[src/hw/dfs_pkg.sv]
// Package of constants for the DMA channel flag status and clear block.
package dfs_pkg;

  // ==========================================================================
  // Geometry
  localparam int unsigned NUM_CH      = 8;
  localparam int unsigned FLD_PER_CH  = 4;
  localparam int unsigned DATA_W      = 32;
  localparam int unsigned ADDR_W      = 12;

  // ==========================================================================
  // Field positions inside a channel nibble, shared by status and clear
  localparam int unsigned POS_ANY     = 0;
  localparam int unsigned POS_DONE    = 1;
  localparam int unsigned POS_HALF    = 2;
  localparam int unsigned POS_FAULT   = 3;

  // ==========================================================================
  // Register byte offsets
  localparam logic [11:0] OFS_STATUS  = 12'h000;
  localparam logic [11:0] OFS_CLEAR   = 12'h004;
  localparam logic [11:0] OFS_IRQ_ST  = 12'h008;
  localparam logic [11:0] OFS_IRQ_MSK = 12'h00C;

  // ==========================================================================
  // Reset values
  localparam logic [31:0] RST_FLAGS   = 32'h0000_0000;
  localparam logic [31:0] RST_MASK    = 32'h0000_0000;
  localparam logic [31:0] RST_RDATA   = 32'h0000_0000;
  localparam logic [31:0] READ_ZERO   = 32'h0000_0000;

  // ==========================================================================
  // Bus slave state
  typedef enum logic [0:0] {
    DFS_IDLE   = 1'b0,
    DFS_ANSWER = 1'b1
  } dfs_bus_e;

endpackage : dfs_pkg

[src/hw/dfs_chan_flags.sv]
// One channel's four sticky event flags with their clear controls.
`timescale 1ns/1ps

module dfs_chan_flags
(
  // Clock and reset
  input  wire logic       sys_clk_i,
  input  wire logic       rst_i,
  input  wire logic       ce_i,
  // Event strobes
  input  wire logic       done_event_i,
  input  wire logic       halfway_event_i,
  input  wire logic       fault_event_i,
  // Clear nibble, valid only while clear_we_i is high
  input  wire logic       clear_we_i,
  input  wire logic [3:0] clear_i,
  // Flag nibble
  output logic      [3:0] flags_o
);

  typedef struct packed {
    logic done;
    logic half;
    logic fault;
    logic any;
  } dfs_chan_s;

  dfs_chan_s st;
  dfs_chan_s next_st;
  logic      clr_any;
  logic      clr_done;
  logic      clr_half;
  logic      clr_fault;

  // ==========================================================================
  // Next state: a set in the same cycle as a clear wins so no event is lost.
  always_comb
  begin
    next_st   = st;
    clr_any   = clear_we_i & clear_i[dfs_pkg::POS_ANY];
    clr_done  = clear_we_i & (clear_i[dfs_pkg::POS_DONE] | clr_any);
    clr_half  = clear_we_i & (clear_i[dfs_pkg::POS_HALF] | clr_any);
    clr_fault = clear_we_i & (clear_i[dfs_pkg::POS_FAULT] | clr_any);
    if (clr_done)
    begin
      next_st.done = 1'b0;
    end
    if (clr_half)
    begin
      next_st.half = 1'b0;
    end
    if (clr_fault)
    begin
      next_st.fault = 1'b0;
    end
    if (clr_any)
    begin
      next_st.any = 1'b0;
    end
    if (done_event_i)
    begin
      next_st.done = 1'b1;
    end
    if (halfway_event_i)
    begin
      next_st.half = 1'b1;
    end
    if (fault_event_i)
    begin
      next_st.fault = 1'b1;
    end
    if (done_event_i | halfway_event_i | fault_event_i)
    begin
      next_st.any = 1'b1;
    end
  end

  always_ff @(posedge sys_clk_i or posedge rst_i)
  begin
    if (rst_i)
    begin
      st <= '0;
    end
    else if (ce_i)
    begin
      st <= next_st;
    end
  end

  always_comb
  begin
    flags_o                         = '0;
    flags_o[dfs_pkg::POS_ANY]       = st.any;
    flags_o[dfs_pkg::POS_DONE]      = st.done;
    flags_o[dfs_pkg::POS_HALF]      = st.half;
    flags_o[dfs_pkg::POS_FAULT]     = st.fault;
  end

endmodule : dfs_chan_flags

[src/hw/dfs_top.sv]
// APB register block holding the eight-channel DMA event flags and their clears.
//
// Summary of operation
// - Channel 7 completion sets status bit 29, held until software clears it.
// - Channel 7 halfway event sets status bit 30, held until cleared.
// - Channel 7 error sets status bit 31, held until a one is written.
// - Channel any-event flag is one after any error, halfway or completion.
// - Clear register sits at offset 0x04, write-only, reset to zero.
// - Writing one to a global clear bit clears all four channel flags.
// - Writing one to a completion clear bit clears only that completion flag.
// - Writing one to a halfway clear bit clears only that halfway flag.
// - Writing one to an error clear bit clears only that error flag.
// - Writing zero to any clear bit leaves every flag unchanged.
// - Clear bits per channel start at four times channel: global, done, half, error.
// - Status flags per channel start at four times channel; all reset to zero.
//
// Implementation choice: the APB interface to the registers.
`timescale 1ns/1ps

module dfs_top
(
  // Clock, reset and enable
  input  wire logic        sys_clk_i,
  input  wire logic        rst_i,
  input  wire logic        ce_i,
  // APB slave
  input  wire logic        psel_i,
  input  wire logic        penable_i,
  input  wire logic        pwrite_i,
  input  wire logic [11:0] paddr_i,
  input  wire logic [31:0] pwdata_i,
  input  wire logic [3:0]  pstrb_i,
  output logic      [31:0] prdata_o,
  output logic             pready_o,
  output logic             pslverr_o,
  // Channel event strobes, one bit per channel
  input  wire logic [7:0]  done_event_i,
  input  wire logic [7:0]  halfway_event_i,
  input  wire logic [7:0]  fault_event_i,
  // Interrupt
  output logic             irq_o
);

  // ==========================================================================
  // State
  typedef struct packed {
    dfs_pkg::dfs_bus_e bus;
    logic              ready;
    logic [31:0]       rdata;
    logic              slverr;
    logic [31:0]       irq_st;
    logic [31:0]       irq_msk;
    logic [31:0]       flags_q;
    logic              irq;
  } dfs_top_s;

  dfs_top_s    st;
  dfs_top_s    next_st;
  logic [31:0] flags;
  logic [31:0] clear_val;
  logic        clear_we;
  logic        setup;
  logic        wr_hit;
  logic [31:0] wmask;
  logic [31:0] new_evt;
  logic        hit_status;
  logic        hit_clear;
  logic        hit_irq_st;
  logic        hit_irq_msk;
  logic [31:0] rd_mux;
  logic        rd_err;
  logic [31:0] irq_clr;
  logic        msk_we;

  // ==========================================================================
  // Byte lane mask from the write strobes.
  always_comb
  begin
    wmask = {{8{pstrb_i[3]}}, {8{pstrb_i[2]}}, {8{pstrb_i[1]}}, {8{pstrb_i[0]}}};
  end

  // The clear strobe fires once, in the setup cycle of a write, so a long access phase cannot clear twice.
  always_comb
  begin
    setup     = psel_i & ~penable_i & (st.bus == dfs_pkg::DFS_IDLE);
    wr_hit    = setup & pwrite_i;
    clear_we  = ce_i & wr_hit & hit_clear;
    clear_val = pwdata_i & wmask;
  end

  // ==========================================================================
  // Address decode, shared by the read path and the write path.
  always_comb
  begin
    hit_status  = (paddr_i == dfs_pkg::OFS_STATUS);
    hit_clear   = (paddr_i == dfs_pkg::OFS_CLEAR);
    hit_irq_st  = (paddr_i == dfs_pkg::OFS_IRQ_ST);
    hit_irq_msk = (paddr_i == dfs_pkg::OFS_IRQ_MSK);
  end

  // ==========================================================================
  // Read data and error response, captured in the setup cycle.
  // An unmapped address reads zero and answers with an error.
  always_comb
  begin
    rd_mux = dfs_pkg::READ_ZERO;
    rd_err = 1'b1;
    if (hit_status)
    begin
      rd_mux = flags;
      rd_err = pwrite_i;
    end
    if (hit_clear)
    begin
      rd_mux = dfs_pkg::READ_ZERO;
      rd_err = ~pwrite_i;
    end
    if (hit_irq_st)
    begin
      rd_mux = st.irq_st;
      rd_err = 1'b0;
    end
    if (hit_irq_msk)
    begin
      rd_mux = st.irq_msk;
      rd_err = 1'b0;
    end
  end

  // ==========================================================================
  // Interrupt register writes take effect in the setup cycle only; a new event still wins.
  // Mask writes honour the byte strobes just as the clear does.
  always_comb
  begin
    irq_clr = '0;
    msk_we  = setup & pwrite_i & hit_irq_msk;
    if (setup & pwrite_i & hit_irq_st)
    begin
      irq_clr = pwdata_i & wmask;
    end
  end

  // ==========================================================================
  // Channel 0 owns clear and status bits 3 to 0.
  // Its events arrive on bit 0 of each event bus.
  dfs_chan_flags u_dfs_chan_flags_0
  (
    .sys_clk_i       (sys_clk_i),
    .rst_i           (rst_i),
    .ce_i            (ce_i),
    .done_event_i    (done_event_i[0]),
    .halfway_event_i (halfway_event_i[0]),
    .fault_event_i   (fault_event_i[0]),
    .clear_we_i      (clear_we),
    .clear_i         (clear_val[3:0]),
    .flags_o         (flags[3:0])
  );

  // ==========================================================================
  // Channel 1 owns clear and status bits 7 to 4.
  // Its events arrive on bit 1 of each event bus.
  dfs_chan_flags u_dfs_chan_flags_1
  (
    .sys_clk_i       (sys_clk_i),
    .rst_i           (rst_i),
    .ce_i            (ce_i),
    .done_event_i    (done_event_i[1]),
    .halfway_event_i (halfway_event_i[1]),
    .fault_event_i   (fault_event_i[1]),
    .clear_we_i      (clear_we),
    .clear_i         (clear_val[7:4]),
    .flags_o         (flags[7:4])
  );

  // ==========================================================================
  // Channel 2 owns clear and status bits 11 to 8.
  // Its events arrive on bit 2 of each event bus.
  dfs_chan_flags u_dfs_chan_flags_2
  (
    .sys_clk_i       (sys_clk_i),
    .rst_i           (rst_i),
    .ce_i            (ce_i),
    .done_event_i    (done_event_i[2]),
    .halfway_event_i (halfway_event_i[2]),
    .fault_event_i   (fault_event_i[2]),
    .clear_we_i      (clear_we),
    .clear_i         (clear_val[11:8]),
    .flags_o         (flags[11:8])
  );

  // ==========================================================================
  // Channel 3 owns clear and status bits 15 to 12.
  // Its events arrive on bit 3 of each event bus.
  dfs_chan_flags u_dfs_chan_flags_3
  (
    .sys_clk_i       (sys_clk_i),
    .rst_i           (rst_i),
    .ce_i            (ce_i),
    .done_event_i    (done_event_i[3]),
    .halfway_event_i (halfway_event_i[3]),
    .fault_event_i   (fault_event_i[3]),
    .clear_we_i      (clear_we),
    .clear_i         (clear_val[15:12]),
    .flags_o         (flags[15:12])
  );

  // ==========================================================================
  // Channel 4 owns clear and status bits 19 to 16.
  // Its events arrive on bit 4 of each event bus.
  dfs_chan_flags u_dfs_chan_flags_4
  (
    .sys_clk_i       (sys_clk_i),
    .rst_i           (rst_i),
    .ce_i            (ce_i),
    .done_event_i    (done_event_i[4]),
    .halfway_event_i (halfway_event_i[4]),
    .fault_event_i   (fault_event_i[4]),
    .clear_we_i      (clear_we),
    .clear_i         (clear_val[19:16]),
    .flags_o         (flags[19:16])
  );

  // ==========================================================================
  // Channel 5 owns clear and status bits 23 to 20.
  // Its events arrive on bit 5 of each event bus.
  dfs_chan_flags u_dfs_chan_flags_5
  (
    .sys_clk_i       (sys_clk_i),
    .rst_i           (rst_i),
    .ce_i            (ce_i),
    .done_event_i    (done_event_i[5]),
    .halfway_event_i (halfway_event_i[5]),
    .fault_event_i   (fault_event_i[5]),
    .clear_we_i      (clear_we),
    .clear_i         (clear_val[23:20]),
    .flags_o         (flags[23:20])
  );

  // ==========================================================================
  // Channel 6 owns clear and status bits 27 to 24.
  // Its events arrive on bit 6 of each event bus.
  dfs_chan_flags u_dfs_chan_flags_6
  (
    .sys_clk_i       (sys_clk_i),
    .rst_i           (rst_i),
    .ce_i            (ce_i),
    .done_event_i    (done_event_i[6]),
    .halfway_event_i (halfway_event_i[6]),
    .fault_event_i   (fault_event_i[6]),
    .clear_we_i      (clear_we),
    .clear_i         (clear_val[27:24]),
    .flags_o         (flags[27:24])
  );

  // ==========================================================================
  // Channel 7 owns clear and status bits 31 to 28.
  // Its events arrive on bit 7 of each event bus.
  dfs_chan_flags u_dfs_chan_flags_7
  (
    .sys_clk_i       (sys_clk_i),
    .rst_i           (rst_i),
    .ce_i            (ce_i),
    .done_event_i    (done_event_i[7]),
    .halfway_event_i (halfway_event_i[7]),
    .fault_event_i   (fault_event_i[7]),
    .clear_we_i      (clear_we),
    .clear_i         (clear_val[31:28]),
    .flags_o         (flags[31:28])
  );

  // ==========================================================================
  // Interrupt events are rising edges of any status flag.
  always_comb
  begin
    new_evt = flags & ~st.flags_q;
  end

  // ==========================================================================
  // Register and bus next state
  always_comb
  begin
    next_st         = st;
    next_st.flags_q = flags;
    next_st.irq_st  = (st.irq_st & ~irq_clr) | new_evt;
    if (msk_we)
    begin
      next_st.irq_msk = (st.irq_msk & ~wmask) | (pwdata_i & wmask);
    end
    case (st.bus)
      dfs_pkg::DFS_IDLE:
      begin
        if (setup)
        begin
          // Data and error are latched here so the answer comes straight from flip-flops.
          next_st.bus    = dfs_pkg::DFS_ANSWER;
          next_st.ready  = 1'b1;
          next_st.rdata  = rd_mux;
          next_st.slverr = rd_err;
        end
      end
      // The answer lasts one cycle; the next setup may follow at once.
      dfs_pkg::DFS_ANSWER:
      begin
        next_st.bus    = dfs_pkg::DFS_IDLE;
        next_st.ready  = 1'b0;
        next_st.slverr = 1'b0;
      end
      default:
      begin
        next_st.bus   = dfs_pkg::DFS_IDLE;
        next_st.ready = 1'b0;
      end
    endcase
    next_st.irq = |(next_st.irq_st & next_st.irq_msk);
  end

  always_ff @(posedge sys_clk_i or posedge rst_i)
  begin
    if (rst_i)
    begin
      st.bus     <= dfs_pkg::DFS_IDLE;
      st.ready   <= 1'b0;
      st.rdata   <= dfs_pkg::RST_RDATA;
      st.slverr  <= 1'b0;
      st.irq_st  <= dfs_pkg::RST_FLAGS;
      st.irq_msk <= dfs_pkg::RST_MASK;
      st.flags_q <= dfs_pkg::RST_FLAGS;
      st.irq     <= 1'b0;
    end
    else if (ce_i)
    begin
      st <= next_st;
    end
  end

  // ==========================================================================
  // Outputs, all straight from flip-flops
  always_comb
  begin
    prdata_o  = st.rdata;
    pready_o  = st.ready;
    pslverr_o = st.slverr;
    irq_o     = st.irq;
  end

endmodule : dfs_top

[config.mk]
export PLATFORM = sky130hd
export DESIGN_NAME = dfs_top
export DESIGN_NICKNAME = d
export VERILOG_FILES = /design/src/hw/dfs_pkg.sv /design/src/hw/dfs_chan_flags.sv /design/src/hw/dfs_top.sv
export SDC_FILE = /design/constraint.sdc
export NUM_CORES = 1
export LEC_CHECK = 0
export BUFFER_PORTS_ARGS = -buffer_cell sky130_fd_sc_hd__clkbuf_2
export CAP_MARGIN = 20
export CORE_MARGIN = 2
export CORE_UTILIZATION = 35
export DETAILED_ROUTE_END_ITERATION = 10
export PLACE_DENSITY_LB_ADDON = 0.2
export REMOVE_ABC_BUFFERS = 1
export SYNTH_ARGS = -nofsm -noshare
export SYNTH_HDL_FRONTEND = slang
export SYNTH_SLANG_ARGS = --single-unit
[constraint.sdc]
create_clock -name sys_clk_i -period 5.1 [get_ports sys_clk_i]
set_input_delay 0.255 -clock sys_clk_i [delete_from_list [all_inputs] [get_ports sys_clk_i]]
set_output_delay 0.255 -clock sys_clk_i [all_outputs]
set_load 0.03 [all_outputs]
==> impl_metrics.toml <==
[outcome]
status = "finished, violations left"
violations = "negative hold slack"

[drt]
drc = 0
drt_iter0_drc = 434
drt_first_pass_iters = 5
routed_wl_um = 25700
drtAntennaViolNets = 0
vias = 6771
wl_per_cell_um = 20.7
vias_per_cell = 5.45

[clock_tree]
cts_sinks = 164
cts_resized = 0
cts_root_buffer = "clkbuf_16"
insertion_delay_ns = 0.43
ctsHoldBuffers = 0
cts_made_buffers = 17
htreeDepth = 4
cts_setup_buffers = 0
cts_tree = "yes"
ctsLongestPathBuffers = 2
clk_transition_reported_paths_ns = 0.06

[finish]
areaGrowthSynthToFinish_pct = 13.6
drive_gt1_share_pct = 25.2
stdcell_count = 1242
finalNetCount = 984
diodes = 0
mostFrequentLayoutCells = "dfrtp_1, clkbuf_2, nand2_1"
final_common_cell = "dfrtp_1"
n_fill_cell = 2391

[floorplan]
core_um2 = 24300
initial_core_util_pct = 35.7
die_w_um = 161
rows = 57
die_area_um2 = 26100
ioPinCount = 113
die_h_um = 161

[critical_path]
endpoint_kind = "flop"
cp-start-kind = "flop"
critPathArrivalTime_ns = 3.71
critical_path_required_ns = 5.38
worst-setup-path-type = "flop to flop"
cp_max_fo = 17

[grt]
antenna_found_initial = 0
track_usage_pct = 20.1
grt_pass1_wl_um = 39900
grt_start_max_net_pins = 89
grt_pass1_vias = 6693
grt_overflow = 0

[placed_design]
dp.cells = 1211
hpwl_um = 17100
gp_congestion = 0.766
portBuffers = 112

[sta]
slew_violations = 0
hold_violations = 1
worst_pin_slew_ns = 0.958
rsz0062_at_grt = "no"
tns_ns = 0
hold-worst-slack_ns = -0.00852
max_freq_mhz = 292
finalCritPeriodShare_pct = 67.2
fin_skew_ns = 0.00725
setup_viol = 0
slew-limit-headroom_pct = 35.6
finalCriticalPeriod_ns = 3.43

[yosys]
syn_area_per_cell_um2 = 10.2
yosysUniqueCellTypes = 63
synth_top_area_share_pct = 47.3
synth_area_leaders = "dfrtp_1, mux2_2, a22o_1, mux2i_1, nand2_1"
syn_inst = 851
synth-seq-cells = 164
synth_top_area_cell = "dfrtp_1"
synth_edf_count = 0
yosys_warnings = 0
synth_seq_area_share_pct = 47.3
synthFlopType = "dfrtp_1"
synth_area_um2 = 8680
ys_async_sr_fraction_pct = 100

[pwr]
p_total_uw = 3040
p_leak_uw = 0.00426
ir_worst_vdd_mv = 0.175
powerDensity_nw_per_um2 = 308

[run]
drv_cap = 0

[hold_path]
hold_path_class = "primary input to asynchronous set/reset pin"
-- report_power, final --
| part | internal (µW) | leakage (µW) | switching, µW | total, µW |
|---|---|---|---|---|
| logic | 116 | 0.00214 | 195 | 310 |
| clock network | 804 | 0.000288 | 530 | 1330 |
| registers | 1350 | 0.00183 | 42.6 | 1390 |
-- final timing paths --
kind,slack [ns],end,depth (start not counted),from
min in group sys_clk_i,0.07,u_dfs_chan_flags_6.flags_o[2],2,halfway_event_i[6]
max in group asynchronous,3.94,st[43],3,rst_i
setup / recovery,1.67,irq_o,7,st[131]
hold reg to reg,0.48,prdata_o[26],2,prdata_o[26]
hold / removal,-0.009,prdata_o[28],2,rst_i
setup reg to reg,1.67,irq_o,7,st[131]
-- per-layer routing --
metal | vias up | track usage, % | share of wire [%]
li1 | 3189 | - | -
met1 | 3377 | 29.0 | 48
met2 | 182 | 31.3 | 46
met3 | 23 | 3.08 | 4.8
met4 | 0 | 5.72 | 1.6
met5 | - | 0 | 0
-- cell usage after synthesis, types with 2 or more instances --
master     number
clkbuf_1       27
nor2_1         46
nor4b_1         2
nor2b_1        34
o22ai_1         4
dfrtp_1       164
or3_1           2
mux2_1          2
nor4_2          3
a22o_1         49
o31a_1          2
a2bb2oi_1       2
buf_4          36
buf_1          12
o2bb2ai_1       2
a31oi_1         8
o31ai_1        33
a2111oi_0       3
a221oi_1        2
nand4_1         6
a21boi_0        2
and2_1          6
mux2_2         66
nand3_1        34
and3_1          3
o21ai_0        49
buf_2           8
nor4_1          2
a21oi_1        50
nand2_1        73
a21o_1          4
and4_1          4
a22oi_1         2
nor4_4          2
o211ai_1        2
o22a_1          2
nand2b_1        2
inv_1          20
nor3_1         12
o32ai_1         6
mux2i_1        41
-- registers in the layout (all words and copies together), names as in the netlist, 4 cells and up --
register,flops
u_dfs_chan_flags_6.flags_o,4
u_dfs_chan_flags_7.flags_o,4
u_dfs_chan_flags_1.flags_o,4
u_dfs_chan_flags_0.flags_o,4
u_dfs_chan_flags_5.flags_o,4
u_dfs_chan_flags_4.flags_o,4
u_dfs_chan_flags_2.flags_o,4
prdata_o,32
st,97
u_dfs_chan_flags_3.flags_o,4
-- metrics by stage --
step | setup slack (ns) | util (%) | instance area [µm²]
3_3_place_gp | 1.62 | 38.1 | 9260
3_5_place_dp | 1.63 | 38.1 | 9260
4_1_cts | 1.75 | 40.6 | 9870
5_1_grt | 1.58 | 40.6 | 9870
6_report | 1.67 | 40.6 | 9870
2_1_floorplan | 0.412 | - | 8210
-- layout make-up --
class                      count  area [µm²]  area share (%)
tap                          324         405            4.11
clock inverter                 9         128            1.29
inverter                      20        80.1           0.812
clock buffer                  22         474            4.81
multi-input combinational    583        4050            41.1
sequential                   164        4100            41.6
timing repair buffer         120         623            6.32
-- worst max-delay path: stages (launching register included) --
cell      delay, ns
dfrtp_1        0.40
and4bb_1       0.50
and4_1         0.85
and2_1         0.25
a221oi_1       0.10
nor4_1         0.70
o2111a_1       0.33
a41oi_1        0.13
-- kinds of logic (layout without fill, tap and decap cells) --
logic type / count (synthesis) / in the layout / synth area share [%]
compound gates: 232 / 232 / 18.3
xor+xnor: 1 / 1 / 0.101
buf+inv: 104 / 171 / 6.26
flops: 164 / 164 / 47.3
mux: 109 / 109 / 13.5
simple gates: 241 / 241 / 14.5
Note: power is estimated with default switching activity, not from simulation.
